--- src/scp_pkg.sv ---
// Shared constants and types of the status and command parser.
// Assumes one 200 MHz clock and a byte-wide ASCII command stream from the host.
package scp_pkg;
	// Keyword buffer depth and keyword table size.
	localparam int TOK_MAX = 12;
	localparam int KW_N = 16;

	// Keyword codes: 0 to 6 are common commands reached with a star, the rest form the tree.
	localparam logic [3:0] KW_CLS = 4'h0;
	localparam logic [3:0] KW_ESR = 4'h1;
	localparam logic [3:0] KW_ESE = 4'h2;
	localparam logic [3:0] KW_SRE = 4'h3;
	localparam logic [3:0] KW_STB = 4'h4;
	localparam logic [3:0] KW_OPC = 4'h5;
	localparam logic [3:0] KW_PSC = 4'h6;
	localparam logic [3:0] KW_TREE = 4'h7;

	// Characters the parser reacts to.
	localparam logic [7:0] CH_SPACE = 8'h20;
	localparam logic [7:0] CH_COLON = 8'h3a;
	localparam logic [7:0] CH_QUERY = 8'h3f;
	localparam logic [7:0] CH_STAR = 8'h2a;
	localparam logic [7:0] CH_SEMI = 8'h3b;
	localparam logic [7:0] CH_LF = 8'h0a;
	localparam logic [7:0] CH_CR = 8'h0d;
	localparam logic [7:0] CH_ZERO = 8'h30;

	// Register port offsets.
	localparam logic [7:0] REG_STB = 8'h00;
	localparam logic [7:0] REG_ESR = 8'h04;
	localparam logic [7:0] REG_ESE = 8'h08;
	localparam logic [7:0] REG_SRE = 8'h0c;
	localparam logic [7:0] REG_PSC = 8'h10;
	localparam logic [7:0] REG_IRQ_STAT = 8'h14;
	localparam logic [7:0] REG_IRQ_CLR = 8'h18;
	localparam logic [7:0] REG_IRQ_EN = 8'h1c;

	// Status byte bit positions.
	localparam int STB_RAMPDN = 1;
	localparam int STB_QUENCH = 2;
	localparam int STB_MAV = 3;
	localparam int STB_ESB = 5;
	localparam int STB_RQS = 6;

	// Standard event bit positions.
	localparam int ESR_OPC = 0;
	localparam int ESR_QYE = 2;
	localparam int ESR_DDE = 3;
	localparam int ESR_EXE = 4;
	localparam int ESR_CME = 5;
	localparam int ESR_PON = 7;

	// Interrupt status bit positions.
	localparam int IRQ_DONE = 0;
	localparam int IRQ_ERR = 1;
	localparam int IRQ_SRQ = 2;

	// Reset values and masks.
	localparam logic [7:0] ESR_RST = 8'h80;
	localparam logic [7:0] ENA_RST = 8'h00;
	localparam logic [7:0] SRE_MASK = 8'hbf;
	localparam logic PSC_RST = 1'b1;
	localparam logic [2:0] IRQ_RST = 3'h0;
	localparam logic [8:0] PAR_MAX = 9'h0ff;

	typedef enum logic [1:0] {
		ST_IDLE = 2'b00,
		ST_KEY = 2'b01,
		ST_PARAM = 2'b11,
		ST_SKIP = 2'b10
	} scp_state_t;
endpackage

--- src/scp_links.sv ---
// Interfaces between the parser and its keyword matcher and reply buffer.
// Assumes all three modules share one clock.
`timescale 1ns/1ps
`default_nettype none
interface scp_tok_if;
	logic [7:0] ch;
	logic push;
	logic clr;
	logic hit;
	logic [3:0] idx;
	logic empty;
	modport parser(output ch, output push, output clr, input hit, input idx, input empty);
	modport match(input ch, input push, input clr, output hit, output idx, output empty);
endinterface

interface scp_rep_if;
	logic start;
	logic [7:0] value;
	logic busy;
	modport parser(output start, output value, input busy);
	modport reply(input start, input value, output busy);
endinterface
`default_nettype wire

--- src/scp_status_parser.sv ---
// Command syntax checker and status reporting model of the remote interface.
// Assumes one byte per rx_valid_i cycle and condition inputs synchronous to sys_clk_i.
//
// The placing of the registers and the strobed register port were decided locally.
`timescale 1ns/1ps
`default_nettype none
// How it works
// - A keyword matches in its short form or its full form alike.
// - Any other spelling is refused and flags a command error.
// - Keywords are joined by colons with no space on either side.
// - Condition bits follow the instrument inputs every cycle, unlatched.
// - Condition bits are read-only and reading does not disturb them.
// - A query answers with the decimal weighted sum of the bits.
// - Event bits latch once; repeats while set change nothing.
// - Event bits stay set until *ESR? or *CLS clears them.
// - Enable masks pass only enabled events into the status byte.
// - Enable registers can be written and read back.
// - *CLS clears events but keeps every enable register.
// - Message available, status bit 3, rises as soon as reply data exist.
// - Clearing an event bit recomputes its summary through the enable mask.
// - Message available clears once the host has read every reply byte.
// - Status byte: bit1 rampdown, bit2 quench, bit3 message, bit5, bit6 summaries.
// - Event bits: 0 complete, 2-5 errors, 7 power on.
module scp_status_parser (
	input wire logic sys_clk_i,
	input wire logic resetn_i,
	input wire logic rx_valid_i,
	input wire logic [7:0] rx_data_i,
	output logic [7:0] tx_data_o,
	output logic tx_valid_o,
	input wire logic tx_ready_i,
	input wire logic ext_rampdown_i,
	input wire logic quench_i,
	input wire logic dev_err_i,
	input wire logic [7:0] reg_addr_i,
	input wire logic [7:0] reg_wdata_i,
	input wire logic reg_wr_i,
	input wire logic reg_rd_i,
	output logic [7:0] reg_rdata_o,
	output logic irq_o
);
	import scp_pkg::*;

	scp_tok_if tok ();
	scp_rep_if rep ();

	scp_kw_match u_match (
		.sys_clk_i(sys_clk_i),
		.resetn_i(resetn_i),
		.tok(tok.match)
	);

	scp_reply u_reply (
		.sys_clk_i(sys_clk_i),
		.resetn_i(resetn_i),
		.rep(rep.reply),
		.tx_data_o(tx_data_o),
		.tx_valid_o(tx_valid_o),
		.tx_ready_i(tx_ready_i)
	);

	scp_state_t state_q, state_d;
	logic star_q, query_q, has_par_q, pdone_q, over_q;
	logic [3:0] kw_q;
	logic [8:0] par_q;
	logic [7:0] esr_q, ese_q, sre_q;
	logic psc_q;
	logic [2:0] irq_stat_q, irq_en_q;
	logic rqs_q;

	logic c_alpha, c_digit, c_space, c_colon, c_query, c_star, c_term, c_cr;
	logic push, close, err, exec, set_star, set_query, pdig, pdone, kw_bad;
	logic [3:0] kw_now;
	logic q_now;
	logic cmd_bad, exe_bad, qry_bad, clr_esr, set_opc, ese_we, sre_we, psc_we, rep_go;
	logic [7:0] rep_val, stb, esr_set;
	logic [2:0] irq_ev;

	assign c_alpha = (rx_data_i >= 8'h41 && rx_data_i <= 8'h5a)
		|| (rx_data_i >= 8'h61 && rx_data_i <= 8'h7a);
	assign c_digit = rx_data_i >= CH_ZERO && rx_data_i <= 8'h39;
	assign c_space = rx_data_i == CH_SPACE;
	assign c_colon = rx_data_i == CH_COLON;
	assign c_query = rx_data_i == CH_QUERY;
	assign c_star = rx_data_i == CH_STAR;
	assign c_term = rx_data_i == CH_SEMI || rx_data_i == CH_LF;
	assign c_cr = rx_data_i == CH_CR;

	assign tok.ch = rx_data_i;
	assign tok.push = push;
	assign tok.clr = rx_valid_i && !push;

	// Common commands need a star, tree keywords must not have one.
	assign kw_bad = !tok.hit || (star_q != (tok.idx < KW_TREE));
	assign kw_now = close ? tok.idx : kw_q;
	assign q_now = query_q || set_query;

	// Character step of the syntax checker.
	always_comb begin
		state_d = state_q;
		push = 1'b0;
		close = 1'b0;
		err = 1'b0;
		exec = 1'b0;
		set_star = 1'b0;
		set_query = 1'b0;
		pdig = 1'b0;
		pdone = 1'b0;
		if (rx_valid_i) begin
			unique case (state_q)
				ST_IDLE: begin
					if (c_star) begin
						set_star = 1'b1;
						state_d = ST_KEY;
					end else if (c_alpha) begin
						push = 1'b1;
						state_d = ST_KEY;
					end else if (c_colon) begin
						state_d = ST_KEY;
					end else if (!(c_space || c_cr || c_term)) begin
						err = 1'b1;
					end
				end
				ST_KEY: begin
					if (c_alpha) begin
						err = query_q;
						push = !query_q;
					end else if (c_colon) begin
						// An empty keyword here means a colon, star, question mark or carriage return came just before this colon.
						err = star_q || query_q || tok.empty;
						close = !err;
					end else if (c_query) begin
						err = query_q || tok.empty;
						close = !err;
						set_query = !err;
					end else if (c_space || c_term) begin
						err = tok.empty && !query_q;
						close = !tok.empty;
						exec = c_term;
						if (c_space) begin
							state_d = ST_PARAM;
						end
					end else if (!c_cr) begin
						// Digits glued to a keyword lack the separating space.
						err = 1'b1;
					end
				end
				ST_PARAM: begin
					if (c_digit) begin
						err = pdone_q;
						pdig = !pdone_q;
					end else if (c_space) begin
						pdone = has_par_q;
					end else if (c_term) begin
						exec = 1'b1;
					end else if (!c_cr) begin
						// A colon after a space is refused here.
						err = 1'b1;
					end
				end
				ST_SKIP: begin
					if (c_term) begin
						state_d = ST_IDLE;
					end
				end
			endcase
			if (close && kw_bad) begin
				err = 1'b1;
			end
			if (err) begin
				exec = 1'b0;
				state_d = c_term ? ST_IDLE : ST_SKIP;
			end else if (exec) begin
				state_d = ST_IDLE;
			end
		end
	end

	// Command execution at the terminator.
	always_comb begin
		cmd_bad = 1'b0;
		exe_bad = 1'b0;
		qry_bad = 1'b0;
		clr_esr = 1'b0;
		set_opc = 1'b0;
		ese_we = 1'b0;
		sre_we = 1'b0;
		psc_we = 1'b0;
		rep_go = 1'b0;
		rep_val = 8'h00;
		if (exec && star_q) begin
			if (q_now && has_par_q) begin
				cmd_bad = 1'b1;
			end else if (q_now) begin
				rep_go = 1'b1;
				unique case (kw_now)
					KW_ESR: begin
						rep_val = esr_q;
						clr_esr = !rep.busy;
					end
					KW_ESE: rep_val = ese_q;
					KW_SRE: rep_val = sre_q;
					KW_STB: rep_val = stb;
					KW_OPC: rep_val = 8'h01;
					KW_PSC: rep_val = {7'h00, psc_q};
					default: begin
						rep_go = 1'b0;
						cmd_bad = 1'b1;
					end
				endcase
				if (rep_go && rep.busy) begin
					rep_go = 1'b0;
					qry_bad = 1'b1;
				end
			end else begin
				unique case (kw_now)
					KW_CLS: begin
						cmd_bad = has_par_q;
						clr_esr = !has_par_q;
					end
					KW_OPC: begin
						cmd_bad = has_par_q;
						set_opc = !has_par_q;
					end
					KW_ESE, KW_SRE, KW_PSC: begin
						// One decimal weighted sum, at most one byte.
						cmd_bad = !has_par_q;
						exe_bad = has_par_q && over_q;
						ese_we = has_par_q && !over_q && kw_now == KW_ESE;
						sre_we = has_par_q && !over_q && kw_now == KW_SRE;
						psc_we = has_par_q && !over_q && kw_now == KW_PSC;
					end
					default: cmd_bad = 1'b1;
				endcase
			end
		end
	end

	assign rep.start = rep_go;
	assign rep.value = rep_val;

	always_ff @(posedge sys_clk_i) begin
		if (!resetn_i) begin
			state_q <= ST_IDLE;
			star_q <= 1'b0;
			query_q <= 1'b0;
			kw_q <= 4'h0;
		end else begin
			state_q <= state_d;
			if (state_d == ST_IDLE) begin
				star_q <= 1'b0;
				query_q <= 1'b0;
			end else begin
				star_q <= star_q || set_star;
				query_q <= query_q || set_query;
			end
			if (close) begin
				kw_q <= tok.idx;
			end
		end
	end

	always_ff @(posedge sys_clk_i) begin
		if (!resetn_i || state_d != ST_PARAM) begin
			par_q <= 9'h000;
			has_par_q <= 1'b0;
			pdone_q <= 1'b0;
			over_q <= 1'b0;
		end else if (pdig) begin
			has_par_q <= 1'b1;
			if (over_q || par_q > 9'd25 || (par_q == 9'd25 && rx_data_i > 8'h35)) begin
				over_q <= 1'b1;
			end else begin
				par_q <= 9'(par_q * 9'd10 + 9'(rx_data_i - CH_ZERO));
			end
		end else if (pdone) begin
			pdone_q <= 1'b1;
		end
	end

	assign esr_set = {1'b0, 1'b0, cmd_bad || err, exe_bad, dev_err_i, qry_bad, 1'b0, set_opc};

	// A new event beats a clear in the same cycle.
	always_ff @(posedge sys_clk_i) begin
		if (!resetn_i) begin
			esr_q <= ESR_RST;
		end else begin
			esr_q <= (clr_esr ? 8'h00 : esr_q) | esr_set;
		end
	end

	// Enable registers: only reset and writes change them, never *CLS.
	always_ff @(posedge sys_clk_i) begin
		if (!resetn_i) begin
			ese_q <= ENA_RST;
			sre_q <= ENA_RST;
			psc_q <= PSC_RST;
		end else begin
			if (ese_we) begin
				ese_q <= par_q[7:0];
			end else if (reg_wr_i && reg_addr_i == REG_ESE) begin
				ese_q <= reg_wdata_i;
			end
			if (sre_we) begin
				sre_q <= par_q[7:0] & SRE_MASK;
			end else if (reg_wr_i && reg_addr_i == REG_SRE) begin
				sre_q <= reg_wdata_i & SRE_MASK;
			end
			if (psc_we) begin
				psc_q <= par_q != 9'h000;
			end else if (reg_wr_i && reg_addr_i == REG_PSC) begin
				psc_q <= reg_wdata_i[0];
			end
		end
	end

	// Status byte is live: inputs, buffer state and masked summaries.
	always_comb begin
		stb = 8'h00;
		stb[STB_RAMPDN] = ext_rampdown_i;
		stb[STB_QUENCH] = quench_i;
		stb[STB_MAV] = rep.busy;
		stb[STB_ESB] = |(esr_q & ese_q);
		stb[STB_RQS] = |(stb & sre_q);
	end

	assign irq_ev = {stb[STB_RQS] && !rqs_q, err || cmd_bad || exe_bad || qry_bad,
		exec && !cmd_bad && !exe_bad && !qry_bad};

	always_ff @(posedge sys_clk_i) begin
		if (!resetn_i) begin
			irq_stat_q <= IRQ_RST;
			irq_en_q <= IRQ_RST;
			rqs_q <= 1'b0;
		end else begin
			rqs_q <= stb[STB_RQS];
			if (reg_wr_i && reg_addr_i == REG_IRQ_CLR) begin
				irq_stat_q <= (irq_stat_q & ~reg_wdata_i[2:0]) | irq_ev;
			end else begin
				irq_stat_q <= irq_stat_q | irq_ev;
			end
			if (reg_wr_i && reg_addr_i == REG_IRQ_EN) begin
				irq_en_q <= reg_wdata_i[2:0];
			end
		end
	end

	assign irq_o = |(irq_stat_q & irq_en_q);

	// Port reads never disturb any register.
	always_ff @(posedge sys_clk_i) begin
		if (!resetn_i) begin
			reg_rdata_o <= 8'h00;
		end else if (reg_rd_i) begin
			unique case (reg_addr_i)
				REG_STB: reg_rdata_o <= stb;
				REG_ESR: reg_rdata_o <= esr_q;
				REG_ESE: reg_rdata_o <= ese_q;
				REG_SRE: reg_rdata_o <= sre_q;
				REG_PSC: reg_rdata_o <= {7'h00, psc_q};
				REG_IRQ_STAT: reg_rdata_o <= {5'h00, irq_stat_q};
				REG_IRQ_EN: reg_rdata_o <= {5'h00, irq_en_q};
				default: reg_rdata_o <= 8'h00;
			endcase
		end else begin
			reg_rdata_o <= 8'h00;
		end
	end
endmodule
`default_nettype wire

--- src/scp_kw_match.sv ---
// Keyword buffer and matcher against the short and long spelling of each keyword.
// Assumes the parser pushes letters only and clears the buffer after each keyword.
`timescale 1ns/1ps
`default_nettype none
module scp_kw_match (
	input wire logic sys_clk_i,
	input wire logic resetn_i,
	scp_tok_if.match tok
);
	import scp_pkg::*;

	logic [7:0] buf_q [TOK_MAX];
	logic [3:0] len_q;
	logic ovf_q;

	// Each entry is long length, short length, then the long spelling left-justified.
	function automatic logic [103:0] kw_entry(input logic [3:0] k);
		unique case (k)
			4'h0: kw_entry = {4'd3, 4'd3, "CLS", 72'h0};
			4'h1: kw_entry = {4'd3, 4'd3, "ESR", 72'h0};
			4'h2: kw_entry = {4'd3, 4'd3, "ESE", 72'h0};
			4'h3: kw_entry = {4'd3, 4'd3, "SRE", 72'h0};
			4'h4: kw_entry = {4'd3, 4'd3, "STB", 72'h0};
			4'h5: kw_entry = {4'd3, 4'd3, "OPC", 72'h0};
			4'h6: kw_entry = {4'd3, 4'd3, "PSC", 72'h0};
			4'h7: kw_entry = {4'd6, 4'd4, "SYSTEM", 48'h0};
			4'h8: kw_entry = {4'd5, 4'd3, "ERROR", 56'h0};
			4'h9: kw_entry = {4'd9, 4'd4, "CONFIGURE", 24'h0};
			4'ha: kw_entry = {4'd7, 4'd4, "CURRENT", 40'h0};
			4'hb: kw_entry = {4'd7, 4'd4, "VOLTAGE", 40'h0};
			4'hc: kw_entry = {4'd5, 4'd5, "FIELD", 56'h0};
			4'hd: kw_entry = {4'd4, 4'd4, "RAMP", 64'h0};
			4'he: kw_entry = {4'd6, 4'd2, "QUENCH", 48'h0};
			4'hf: kw_entry = {4'd7, 4'd2, "PSWITCH", 40'h0};
		endcase
	endfunction

	// Letters are folded to upper case on entry.
	function automatic logic [7:0] to_upper(input logic [7:0] c);
		to_upper = (c >= 8'h61 && c <= 8'h7a) ? c - 8'h20 : c;
	endfunction

	always_ff @(posedge sys_clk_i) begin
		if (!resetn_i) begin
			len_q <= 4'h0;
			ovf_q <= 1'b0;
		end else if (tok.clr) begin
			len_q <= 4'h0;
			ovf_q <= 1'b0;
		end else if (tok.push) begin
			if (32'(len_q) < TOK_MAX) begin
				len_q <= len_q + 4'h1;
			end else begin
				ovf_q <= 1'b1;
			end
		end
	end

	always_ff @(posedge sys_clk_i) begin
		if (tok.push && 32'(len_q) < TOK_MAX) begin
			buf_q[len_q] <= to_upper(tok.ch);
		end
	end

	assign tok.empty = (len_q == 4'h0) && !ovf_q;

	// Only the exact short or exact long length with matching letters is a hit.
	always_comb begin
		logic [103:0] e;
		logic same;
		e = '0;
		same = 1'b0;
		tok.hit = 1'b0;
		tok.idx = 4'h0;
		for (int k = 0; k < KW_N; k++) begin
			e = kw_entry(k[3:0]);
			same = 1'b1;
			for (int i = 0; i < TOK_MAX; i++) begin
				if (i < 32'(len_q) && buf_q[i] != e[95 - 8 * i -: 8]) begin
					same = 1'b0;
				end
			end
			if (!ovf_q && same && !tok.hit && (len_q == e[99:96] || len_q == e[103:100])) begin
				tok.hit = 1'b1;
				tok.idx = k[3:0];
			end
		end
	end
endmodule
`default_nettype wire

--- src/scp_reply.sv ---
// Serial output buffer: turns one value into decimal digits and a line feed.
// Assumes the parser starts a reply only while the buffer is empty.
`timescale 1ns/1ps
`default_nettype none
module scp_reply (
	input wire logic sys_clk_i,
	input wire logic resetn_i,
	scp_rep_if.reply rep,
	output logic [7:0] tx_data_o,
	output logic tx_valid_o,
	input wire logic tx_ready_i
);
	import scp_pkg::*;

	logic [31:0] sh_q;
	logic [2:0] cnt_q;
	logic [7:0] d_h;
	logic [7:0] d_t;
	logic [7:0] d_u;

	assign d_h = CH_ZERO + rep.value / 8'd100;
	assign d_t = CH_ZERO + (rep.value / 8'd10) % 8'd10;
	assign d_u = CH_ZERO + rep.value % 8'd10;

	// Leading zeros are dropped so the reply is the plain decimal sum.
	always_ff @(posedge sys_clk_i) begin
		if (!resetn_i) begin
			sh_q <= 32'h0;
			cnt_q <= 3'h0;
		end else if (rep.start && cnt_q == 3'h0) begin
			if (d_h != CH_ZERO) begin
				sh_q <= {d_h, d_t, d_u, CH_LF};
				cnt_q <= 3'h4;
			end else if (d_t != CH_ZERO) begin
				sh_q <= {d_t, d_u, CH_LF, 8'h00};
				cnt_q <= 3'h3;
			end else begin
				sh_q <= {d_u, CH_LF, 16'h0};
				cnt_q <= 3'h2;
			end
		end else if (tx_valid_o && tx_ready_i) begin
			sh_q <= {sh_q[23:0], 8'h00};
			cnt_q <= cnt_q - 3'h1;
		end
	end

	assign tx_data_o = sh_q[31:24];
	assign tx_valid_o = cnt_q != 3'h0;
	// Busy drops once the host has taken the last byte.
	assign rep.busy = cnt_q != 3'h0;
endmodule
`default_nettype wire

--- config.mk ---
export PLATFORM = sky130hd
export DESIGN_NAME = scp_status_parser
export DESIGN_NICKNAME = d
export VERILOG_FILES = /design/src/scp_pkg.sv /design/src/scp_links.sv /design/src/scp_status_parser.sv /design/src/scp_kw_match.sv /design/src/scp_reply.sv
export SDC_FILE = /design/constraint.sdc
export NUM_CORES = 1
export LEC_CHECK = 0
export ABC_AREA = 0
export ABC_CLOCK_PERIOD_IN_PS = 18900
export BUFFER_PORTS_ARGS = -buffer_cell sky130_fd_sc_hd__buf_2
export CAP_MARGIN = 20
export CORE_MARGIN = 10
export CORE_UTILIZATION = 55
export DETAILED_ROUTE_END_ITERATION = 8
export PLACE_DENSITY_LB_ADDON = 0.05
export SLEW_MARGIN = 20
export SYNTH_ARGS = -nofsm -noshare
export SYNTH_HDL_FRONTEND = slang
export SYNTH_SLANG_ARGS = --single-unit
--- constraint.sdc ---
create_clock -name sys_clk_i -period 18.9 [get_ports sys_clk_i]
set_clock_uncertainty 0.1 [all_clocks]
set_input_delay 1.89 -clock sys_clk_i [delete_from_list [all_inputs] [get_ports sys_clk_i]]
set_output_delay 1.89 -clock sys_clk_i [all_outputs]
set_load 0.05 [all_outputs]
==> results.py, run 1 <==
metrics = {
    "grt": {
        "antenna_found_initial": 1,
        "grt_pass1_wl_um": 66060,
        "first_global_vias": 11370,
        "grtUsageTotal": 0.2704,
        "grt_remaining_overflow": 0,
        "grt_max_degree": 46,
    },
    "synthesis": {
        "synth_fp_nets": 1559,
        "synth_top_area_cell": "edfxtp_1",
        "synth-edff-count": 96,
        "synth-seq-cells": 186,
        "synth_cell_types": 112,
        "synth_common_cells": "nor2_1, nand2_1, a21oi_1, edfxtp_1, dfxtp_1",
        "synthFlopType": "edfxtp_1",
        "syn_area_um2": 13080,
        "synth_cells": 1479,
        "synth_compound_area_frac": 0.2358,
        "synth_top_family_by_area": "simple AND/OR/NAND/NOR gates",
        "synthXorXnorAreaFrac": 0.01875,
        "yosys-top-cells-area": "edfxtp_1, dfxtp_1, nor2_1, ha_1, a21oi_1",
        "synthMuxAreaShare": 0.04256,
        "ys_seq_area_frac": 0.3581,
        "ys_warn_count": 0,
        "synthDominantCellAreaShare": 0.2204,
        "avgSynthCellArea_um2": 8.846,
        "postSynth.asyncResetShare": 0,
        "yosysMostFrequentCell": "nor2_1",
        "synthAdderAreaFrac": 0.04610,
        "yosys.area_share.simple": 0.2570,
    },
    "floorplan": {
        "die_w_um": 174.2,
        "initial_core_util": 0.5574,
        "pin_count": 51,
        "die_area_um2": 30360,
        "core_area_um2": 23470,
        "row_count": 56,
        "die_y_um": 174.2,
    },
    "status": {
        "status": "finished, final reports clean",
    },
    "pwr": {
        "leakagePower_nw": 5.264,
        "ir_worst_vdd_uv": 50.09,
        "total_power_uw": 862.5,
        "power_density_nw_per_um2": 61.18,
    },
    "timing": {
        "worst_pin_slew_ns": 1.098,
        "max_slew_margin": 0.2579,
        "final-setup-viol-count": 0,
        "tns_ns": 0,
        "rsz0062_at_grt": "no",
        "hold_violations": 0,
        "min_period_ns": 11.03,
        "period_share": 0.5835,
        "drv_slew": 0,
        "max_freq_mhz": 90.68,
    },
    "hold_path": {
        "whs_endpoint": "u_reply.sh_q[13]$_SDFFE_PN0P_",
        "holdPathStages": 2,
        "hp-class": "reg2reg",
        "min-delay-start": "u_reply.sh_q[13]$_SDFFE_PN0P_",
    },
    "cts": {
        "clock-sinks": 186,
        "post_cts_buffers": 0,
        "htree_levels": 4,
        "postCtsHoldBufs": 0,
        "root_buffer": "clkbuf_16",
        "cts_buffers": 17,
        "insertion_delay_ns": 0.45,
        "clkTransAtPathRegs_ns": 0.08,
        "clockBufferDepth": 2,
        "cts_tree": "built",
        "cts_resized": 0,
    },
    "run": {
        "maxCapViolCount": 0,
    },
    "setup_path": {
        "critPathKind": "in2reg",
        "end_kind": "register",
        "critPathMaxStageDelay_ns": 0.65,
        "worstRegToRegCells": 36,
        "arrival_ns": 11.30,
        "cp_slowest_cell": "a211oi_1",
        "crit_required_ns": 19.18,
        "reg2reg_to": "u_reply.sh_q[29]$_SDFFE_PN0P_",
        "r2r_setup_slack_ns": 8.17,
        "start_kind": "input pin",
        "path_max_fanout": 21,
        "reg2reg_from": "u_match.len_q[1]$_SDFFE_PP0P_",
        "path_common_cell": "ha_1",
    },
    "cells_and_area": {
        "fin_nets": 1569,
        "drive_above_1_share": 0.1132,
        "stdcell_count": 1823,
        "syn_to_final_growth_pct": 7.757,
        "fin_util": 0.6006,
    },
    "drt": {
        "ant_nets": 0,
        "vias": 12270,
        "drtPass1Iterations": 7,
        "viasPerCell": 6.731,
        "wl_per_cell_um": 22.93,
        "drcViolationCount": 0,
        "routed_wl_um": 41800,
        "drtIter0Drc": 1757,
    },
    "placement": {
        "dp.cells": 1789,
        "gp_congestion": 0.9809,
        "dp_hpwl_um": 31360,
        "portBuffers": 50,
    },
}
-- state kept, by name, indices dropped and copies added (netlist names), 2 cells and up --
register and flops:
u_match.len_q 4, reg_rdata_o 8, u_reply.sh_q 25, irq_en_q 3, u_reply.cnt_q 3, par_q 9, state_q 2, ese_q 8
kw_q 4, u_match.buf_q 96, sre_q 7, esr_q 6, irq_stat_q 3
-- power by group --
part	switching, mW	internal [mW]	total, mW
combinational	0.0260	0.0113	0.0373
clock	0.208	0.190	0.398
sequential	0.00199	0.425	0.427
total	0.236	0.626	0.863
-- logic make-up after synthesis --
family	after synthesis
XOR/XNOR	28
buffers and inverters	118
flip-flops	186
AO/OA/AOI/OAI	435
AND/OR/NAND/NOR	611
adder cells (fa/ha/maj)	47
multiplexers	54
-- worst max-delay path by stage --
stage / start / to / slack (ns) / cells after the start
3_3_place_gp: rx_data_i[1] / u_reply.sh_q[29]$_SDFFE_PN0P_ / 7.97 / 34
3_5_place_dp: rx_data_i[1] / u_reply.sh_q[29]$_SDFFE_PN0P_ / 7.63 / 34
4_1_cts: rx_data_i[1] / u_reply.sh_q[29]$_SDFFE_PN0P_ / 8.05 / 34
2_1_floorplan: rx_data_i[0] / u_reply.sh_q[21]$_SDFFE_PN0P_ / 9.17 / 39
5_1_grt: rx_data_i[1] / u_reply.sh_q[29]$_SDFFE_PN0P_ / 7.05 / 34
6_report: rx_data_i[1] / u_reply.sh_q[29]$_SDFFE_PN0P_ / 7.87 / 34
-- critical path, delay by kind of cell --
family	cells	cell delay, ns
AOI/OAI and AO/OA	13	3.83
and+or+nand+nor	10	3.05
adders and majority gates	4	1.01
muxes	3	0.75
buffers and inverters	4	0.72
-- routing by layer --
| layer | vias to the layer above | GRT usage | routed length [um] |
|---|---|---|---|
| li1 | 5717 | - | - |
| met1 | 5805 | 0.4045 | 19430 |
| met2 | 701 | 0.3683 | 16810 |
| met3 | 47 | 0.08667 | 5105 |
| met4 | 0 | 0.05522 | 455 |
| met5 | - | 0 | 0 |
-- area by class of cell --
| cell class | instances | area, um2 |
|---|---|---|
| clock buffer | 17 | 425.4 |
| antenna | 2 | 5.005 |
| inverter | 52 | 195.2 |
| multi-input combinational | 1175 | 7856 |
| timing repair buffer | 57 | 302.8 |
| clock inverter | 15 | 229.0 |
| sequential | 186 | 4684 |
| tap | 319 | 399.1 |
| fill | 2068 | 9375 |
-- per-stage QoR --
stage	area (um2)	hold slack, ns	worst slack, ns
2_1_floorplan	13080	0.3281	9.171
3_3_place_gp	13430	0.3431	7.971
3_5_place_dp	13430	0.3550	7.628
4_1_cts	14090	0.3665	8.048
5_1_grt	14090	0.3974	7.046
6_report	14100	0.3616	7.872
-- cells in the final DEF (no fill, tap or decap), drive strengths merged, types with 33 or more instances in the layout --
master and instances:
a21oi 106, nor2 176, inv 63, buf 57
and3 33, dfxtp 90, o21ai 87, nor3 40
edfxtp 96, nand2 112, mux2i 44, ha 45
nand3 38
No activity file was read; power rests on OpenSTA's default activity.
==> inputs of run 2 (changes only) <==
ABC_CLOCK_PERIOD_IN_PS = 10900   (was 18900)
clock period = 10.9 ns   (was 18.9 ns; I/O delays follow)
==> run 2 against run 1 <==
  * Combinational power up 76%
  * Final cell count up 0.11%
  * Register-to-register slack worse by 7.4 ns
  * Utilization rose by 0.12 points
  * Non-clock buffer count increased by 4
  * Cell area rose by 0.20%
  * Hold slack about the same
  * Count of clock-buffer cells in the layout stayed put
  * Clock power is 68% higher
  * Critical endpoint unchanged
==> results.py, run 2 (synthesized netlist as in run 1, its figures left out) <==
metrics = {
    "cells_and_area": {
        "largest_reg_flops": 96,
        "stdcell_count": 1825,
        "reg.largest.list": "u_match.buf_q (96), u_reply.sh_q (25), par_q (9)",
        "layout_commonest_cell": "nor2_1",
        "regMostFlops": "u_match.buf_q",
        "syn_to_final_growth_pct": 7.967,
        "final_cell_mix": "nor2_1, nand2_1, a21oi_1",
        "antenna_cells": 0,
        "fin_nets": 1573,
        "nFillCells": 2137,
        "drive_above_1_share": 0.1182,
    },
    "cts": {
        "insertion_delay_ns": 0.45,
        "root_buffer": "clkbuf_16",
        "postCtsHoldBufs": 0,
        "cts_tree": "built",
        "clkTransAtPathRegs_ns": 0.08,
        "clock-sinks": 186,
        "post_cts_buffers": 0,
        "cts_buffers": 17,
        "clockBufferDepth": 2,
        "cts_resized": 0,
        "htree_levels": 4,
    },
    "drt": {
        "wl_per_cell_um": 23.15,
        "vias": 12450,
        "drtPass1Iterations": 8,
        "drcViolationCount": 0,
        "routed_wl_um": 42250,
        "ant_nets": 0,
        "drtIter0Drc": 1867,
        "viasPerCell": 6.821,
    },
    "setup_path": {
        "cp_slowest_cell": "or4_1",
        "start_kind": "input pin",
        "critPathMaxStageDelay_ns": 0.61,
        "crit_required_ns": 11.18,
        "path_max_fanout": 21,
        "critPathKind": "in2reg",
        "end_kind": "register",
        "arrival_ns": 10.38,
        "r2r_setup_slack_ns": 0.80,
        "path_common_cell": "ha_1",
    },
    "floorplan": {
        "pin_count": 51,
        "die_y_um": 174.2,
        "initial_core_util": 0.5574,
        "die_area_um2": 30360,
        "row_count": 56,
        "die_w_um": 174.2,
        "core_area_um2": 23470,
    },
    "grt": {
        "grt_max_degree": 45,
        "grtUsageTotal": 0.2687,
        "antenna_found_initial": 1,
        "grt_remaining_overflow": 0,
        "grt_pass1_wl_um": 65250,
        "first_global_vias": 11270,
    },
    "placement": {
        "gp_congestion": 1.032,
        "dp.cells": 1793,
        "dp_hpwl_um": 31380,
        "portBuffers": 50,
        "place_ws_ns": 0.6003,
    },
    "timing": {
        "period_share": 0.9271,
        "final-setup-viol-count": 0,
        "max_freq_mhz": 98.96,
        "hold_violations": 0,
        "min_period_ns": 10.11,
        "holdWs_ns": 0.3618,
        "rsz0062_at_grt": "no",
        "setup_slack_ns": 0.7949,
        "drv_slew": 0,
        "tns_ns": 0,
        "max_slew_margin": 0.2581,
        "worst_pin_slew_ns": 1.103,
    },
    "pwr": {
        "p_switching_uw": 394.6,
        "power_density_nw_per_um2": 104.4,
        "ir_worst_vdd_uv": 109.1,
        "leakagePower_nw": 5.276,
        "switching_share": 0.2676,
        "total_power_mw": 1.474,
        "power_frac_comb": 0.044,
        "power_frac_seq": 0.502,
        "power.share.clock": 0.453,
        "p_int_mw": 1.080,
    },
    "hold_path": {
        "hp-class": "reg2reg",
    },
    "run": {
        "maxCapViolCount": 0,
    },
    "status": {
        "status": "finished, final reports clean",
    },
}
-- run 2: cell count changes in the layout (fill, tap and decap cells not counted), moves of 2 or more --
| cell | delta |
|---|---|
| inv_16 | -2 |
| inv_8 | -2 |
| inv_6 | +3 |
| buf_4 | +4 |
| diode_2 | -2 |
-- run 2: area by class of cell --
cell class	instances	area [um2]	area share
well taps	319	399.1	0.02826
clock buffers	17	425.4	0.03012
clock inverters	15	209.0	0.01479
multi-input cells	1175	7878	0.5577
inverters	52	195.2	0.01382
flip-flops and latches	186	4686	0.3317
repair buffers	61	332.8	0.02356
-- run 2: power groups by stage --
stage	combinational (mW)	clock [mW]	sequential, mW
after floorplan	0.0364	0	0.755
after global placement	0.0631	0	0.757
after detailed placement	0.0637	0	0.757
after CTS	0.0642	0.674	0.740
after global routing	0.0716	0.702	0.741
final	0.0656	0.668	0.741
-- run 2: metrics by stage --
step / utilization / instance area, um2
floorplan: - / 13080
CTS: 0.6007 / 14100
global route: 0.6018 / 14120
global placement: 0.5736 / 13460
finish: 0.6018 / 14120
detailed placement: 0.5737 / 13470
-- run 2: final timing paths --
check,end,cells after the start,start
setup / recovery,u_reply.sh_q[29]$_SDFFE_PN0P_,38,rx_data_i[1]
hold / removal,u_reply.sh_q[13]$_SDFFE_PN0P_,2,u_reply.sh_q[13]$_SDFFE_PN0P_
setup reg to reg,u_reply.sh_q[29]$_SDFFE_PN0P_,39,u_match.len_q[1]$_SDFFE_PP0P_
hold reg to reg,u_reply.sh_q[13]$_SDFFE_PN0P_,2,u_reply.sh_q[13]$_SDFFE_PN0P_
-- run 2: routing by layer --
layer  vias to the layer above  global-route usage  share of wire
met2                       712              0.3572           0.40
met4                         0             0.06056          0.017
met5                         -            0.006645              0
met1                      5962              0.4059           0.46
met3                        59             0.08689           0.12
li1                       5715                   -              -
-- run 2: worst max-delay path: cells and delay by family --
family          cells  cell delay [ns]
compound gates     16             3.61
simple gates       11             3.11
fa+ha+maj           4             1.02
buf+inv             4             0.79
mux                 3             0.72
==> inputs of run 3 (changes only) <==
CELL_PAD_IN_SITES_DETAIL_PLACEMENT = 1   (was unset)
CELL_PAD_IN_SITES_GLOBAL_PLACEMENT = 2   (was unset)
CORE_UTILIZATION = 40   (was 55)
==> run 3 against run 2 <==
  * Flip-flop and latch count did not move
  * Routed wire length rose by 15%
  * Power rose by 0.37%
  * Setup slack got worse by 0.047 ns
  * Non-clock buffer count rose by 11
  * Utilization fell by 16 points
  * Combinational power rose by 4.9%
  * Global-route usage fell by 3.3 points
==> results.py, run 3 (synthesized netlist as in run 1, its figures left out) <==
metrics = {
    "cts": {
        "cts_tree": "built",
        "insertion_delay_ns": 0.46,
        "htree_levels": 4,
        "clockBufferDepth": 2,
        "root_buffer": "clkbuf_16",
        "clkTransAtPathRegs_ns": 0.07,
        "cts_buffers": 17,
        "clock-sinks": 186,
        "postCtsHoldBufs": 0,
    },
    "grt": {
        "first_global_vias": 12020,
        "grt_max_degree": 45,
        "grt_pass1_wl_um": 74860,
        "grtUsageTotal": 0.2357,
        "antenna_found_initial": 1,
        "grt_remaining_overflow": 0,
    },
    "cells_and_area": {
        "fin_nets": 1584,
        "final_cell_mix": "nor2_1, nand2_1, a21oi_1",
        "drive_above_1_share": 0.1239,
        "syn_to_final_growth_pct": 9.879,
        "reg.largest.list": "u_match.buf_q (96), u_reply.sh_q (25), par_q (9)",
        "largest_reg_flops": 96,
        "fin_util": 0.4441,
        "regMostFlops": "u_match.buf_q",
        "layout_commonest_cell": "nor2_1",
        "antenna_cells": 0,
    },
    "timing": {
        "rsz0062_at_grt": "no",
        "tns_ns": 0,
        "max_freq_mhz": 98.50,
        "min_period_ns": 10.15,
        "period_share": 0.9314,
        "final-setup-viol-count": 0,
        "hold_violations": 0,
        "worst_pin_slew_ns": 1.113,
        "drv_slew": 0,
        "max_slew_margin": 0.2515,
    },
    "drt": {
        "wl_per_cell_um": 24.82,
        "drtPass1Iterations": 7,
        "vias": 12460,
        "ant_nets": 0,
        "drcViolationCount": 0,
        "viasPerCell": 6.361,
        "routed_wl_um": 48610,
        "drtIter0Drc": 1310,
    },
    "pwr": {
        "ir_worst_vdd_uv": 110.2,
        "power_density_nw_per_um2": 103.0,
        "leakagePower_nw": 5.332,
    },
    "setup_path": {
        "start_kind": "input pin",
        "critPathMaxStageDelay_ns": 0.61,
        "arrival_ns": 10.43,
        "crit_required_ns": 11.18,
        "path_max_fanout": 18,
        "end_kind": "register",
        "cp_slowest_cell": "or4_1",
        "critPathKind": "in2reg",
    },
    "floorplan": {
        "pin_count": 51,
        "initial_core_util": 0.4041,
        "die_y_um": 200.9,
        "die_w_um": 200.9,
        "row_count": 66,
        "core_area_um2": 32370,
        "die_area_um2": 40340,
    },
    "status": {
        "status": "finished, final reports clean",
    },
    "hold_path": {
        "hp-class": "reg2reg",
    },
    "placement": {
        "dp_hpwl_um": 37430,
        "gp_congestion": 0.9226,
        "portBuffers": 50,
    },
    "run": {
        "maxCapViolCount": 0,
    },
}
run 3: cell types whose count changed in the layout (fill, tap and decap cells not counted), sizes merged:
cell	change
buf	+11
bufinv	+2
clkinvlp	+1
inv	-3
run 3: where the power goes:
part / switching [mW] / leakage, nW / total, mW / internal, mW
Combinational: 0.0485 / 3.44 / 0.0688 / 0.0204
Clock: 0.317 / 0.305 / 0.671 / 0.353
Sequential: 0.00329 / 1.59 / 0.741 / 0.737
Total: 0.369 / 5.33 / 1.48 / 1.11
run 3: repair_timing:
item | 4_1_cts | 5_1_grt
resized for setup | 0 | 6
setup buffers | 0 | 2
setup endpoints to repair | 0 | 13
run 3: worst max-delay path: cells and delay by family:
family          cells  cell delay [ns]
simple gates       11             3.48
mux                 2             0.66
xor+xnor            1             0.21
fa+ha+maj           4             0.99
buf+inv             2             0.52
compound gates     15             3.47
run 3: worst paths after layout:
check                                                    from                             to  slack [ns]  cells past startpoint
worst max register to register  u_match.len_q[1]$_SDFFE_PP0P_  u_reply.sh_q[29]$_SDFFE_PN0P_        0.78                     35
worst max-delay path                             rx_data_i[3]  u_reply.sh_q[29]$_SDFFE_PN0P_        0.75                     35
worst min-delay path                    par_q[8]$_SDFFE_PP0P_          par_q[8]$_SDFFE_PP0P_        0.37                      2
worst min register to register          par_q[8]$_SDFFE_PP0P_          par_q[8]$_SDFFE_PP0P_        0.37                      2
run 3: per-layer routing:
layer,GRT usage,part of all wire,vias to the layer above,wire length [um]
met5,0,0.00027,-,13
li1,-,-,5756,-
met2,0.3234,0.41,390,19780
met3,0.04066,0.063,41,3069
met4,0.05139,0.013,2,648
met1,0.3693,0.52,6273,25100
run 3: per-stage QoR:
step	total power, mW	instances	instance area [um2]	hold WS [ns]	setup slack [ns]
after floorplan	0.7918	1479	13080	0.3281	1.971
after global placement	0.8240	1924	13680	0.3454	0.7616
after detailed placement	0.8250	1925	13690	0.3589	0.3855
after CTS	1.494	1957	14320	0.3763	0.6162
after global routing	1.527	1959	14380	0.3990	0.01379
final	1.480	1959	14380	0.3725	0.7480
run 3: area by class of cell:
class	count	area, um2
Fill cell	3855	18000
Clock buffer	17	425.4
Sequential cell	186	4686
Multi-Input combinational cell	1175	7898
Clock inverter	15	205.2
Inverter	52	195.2
Tap cell	442	553.0
Timing Repair Buffer	72	412.9
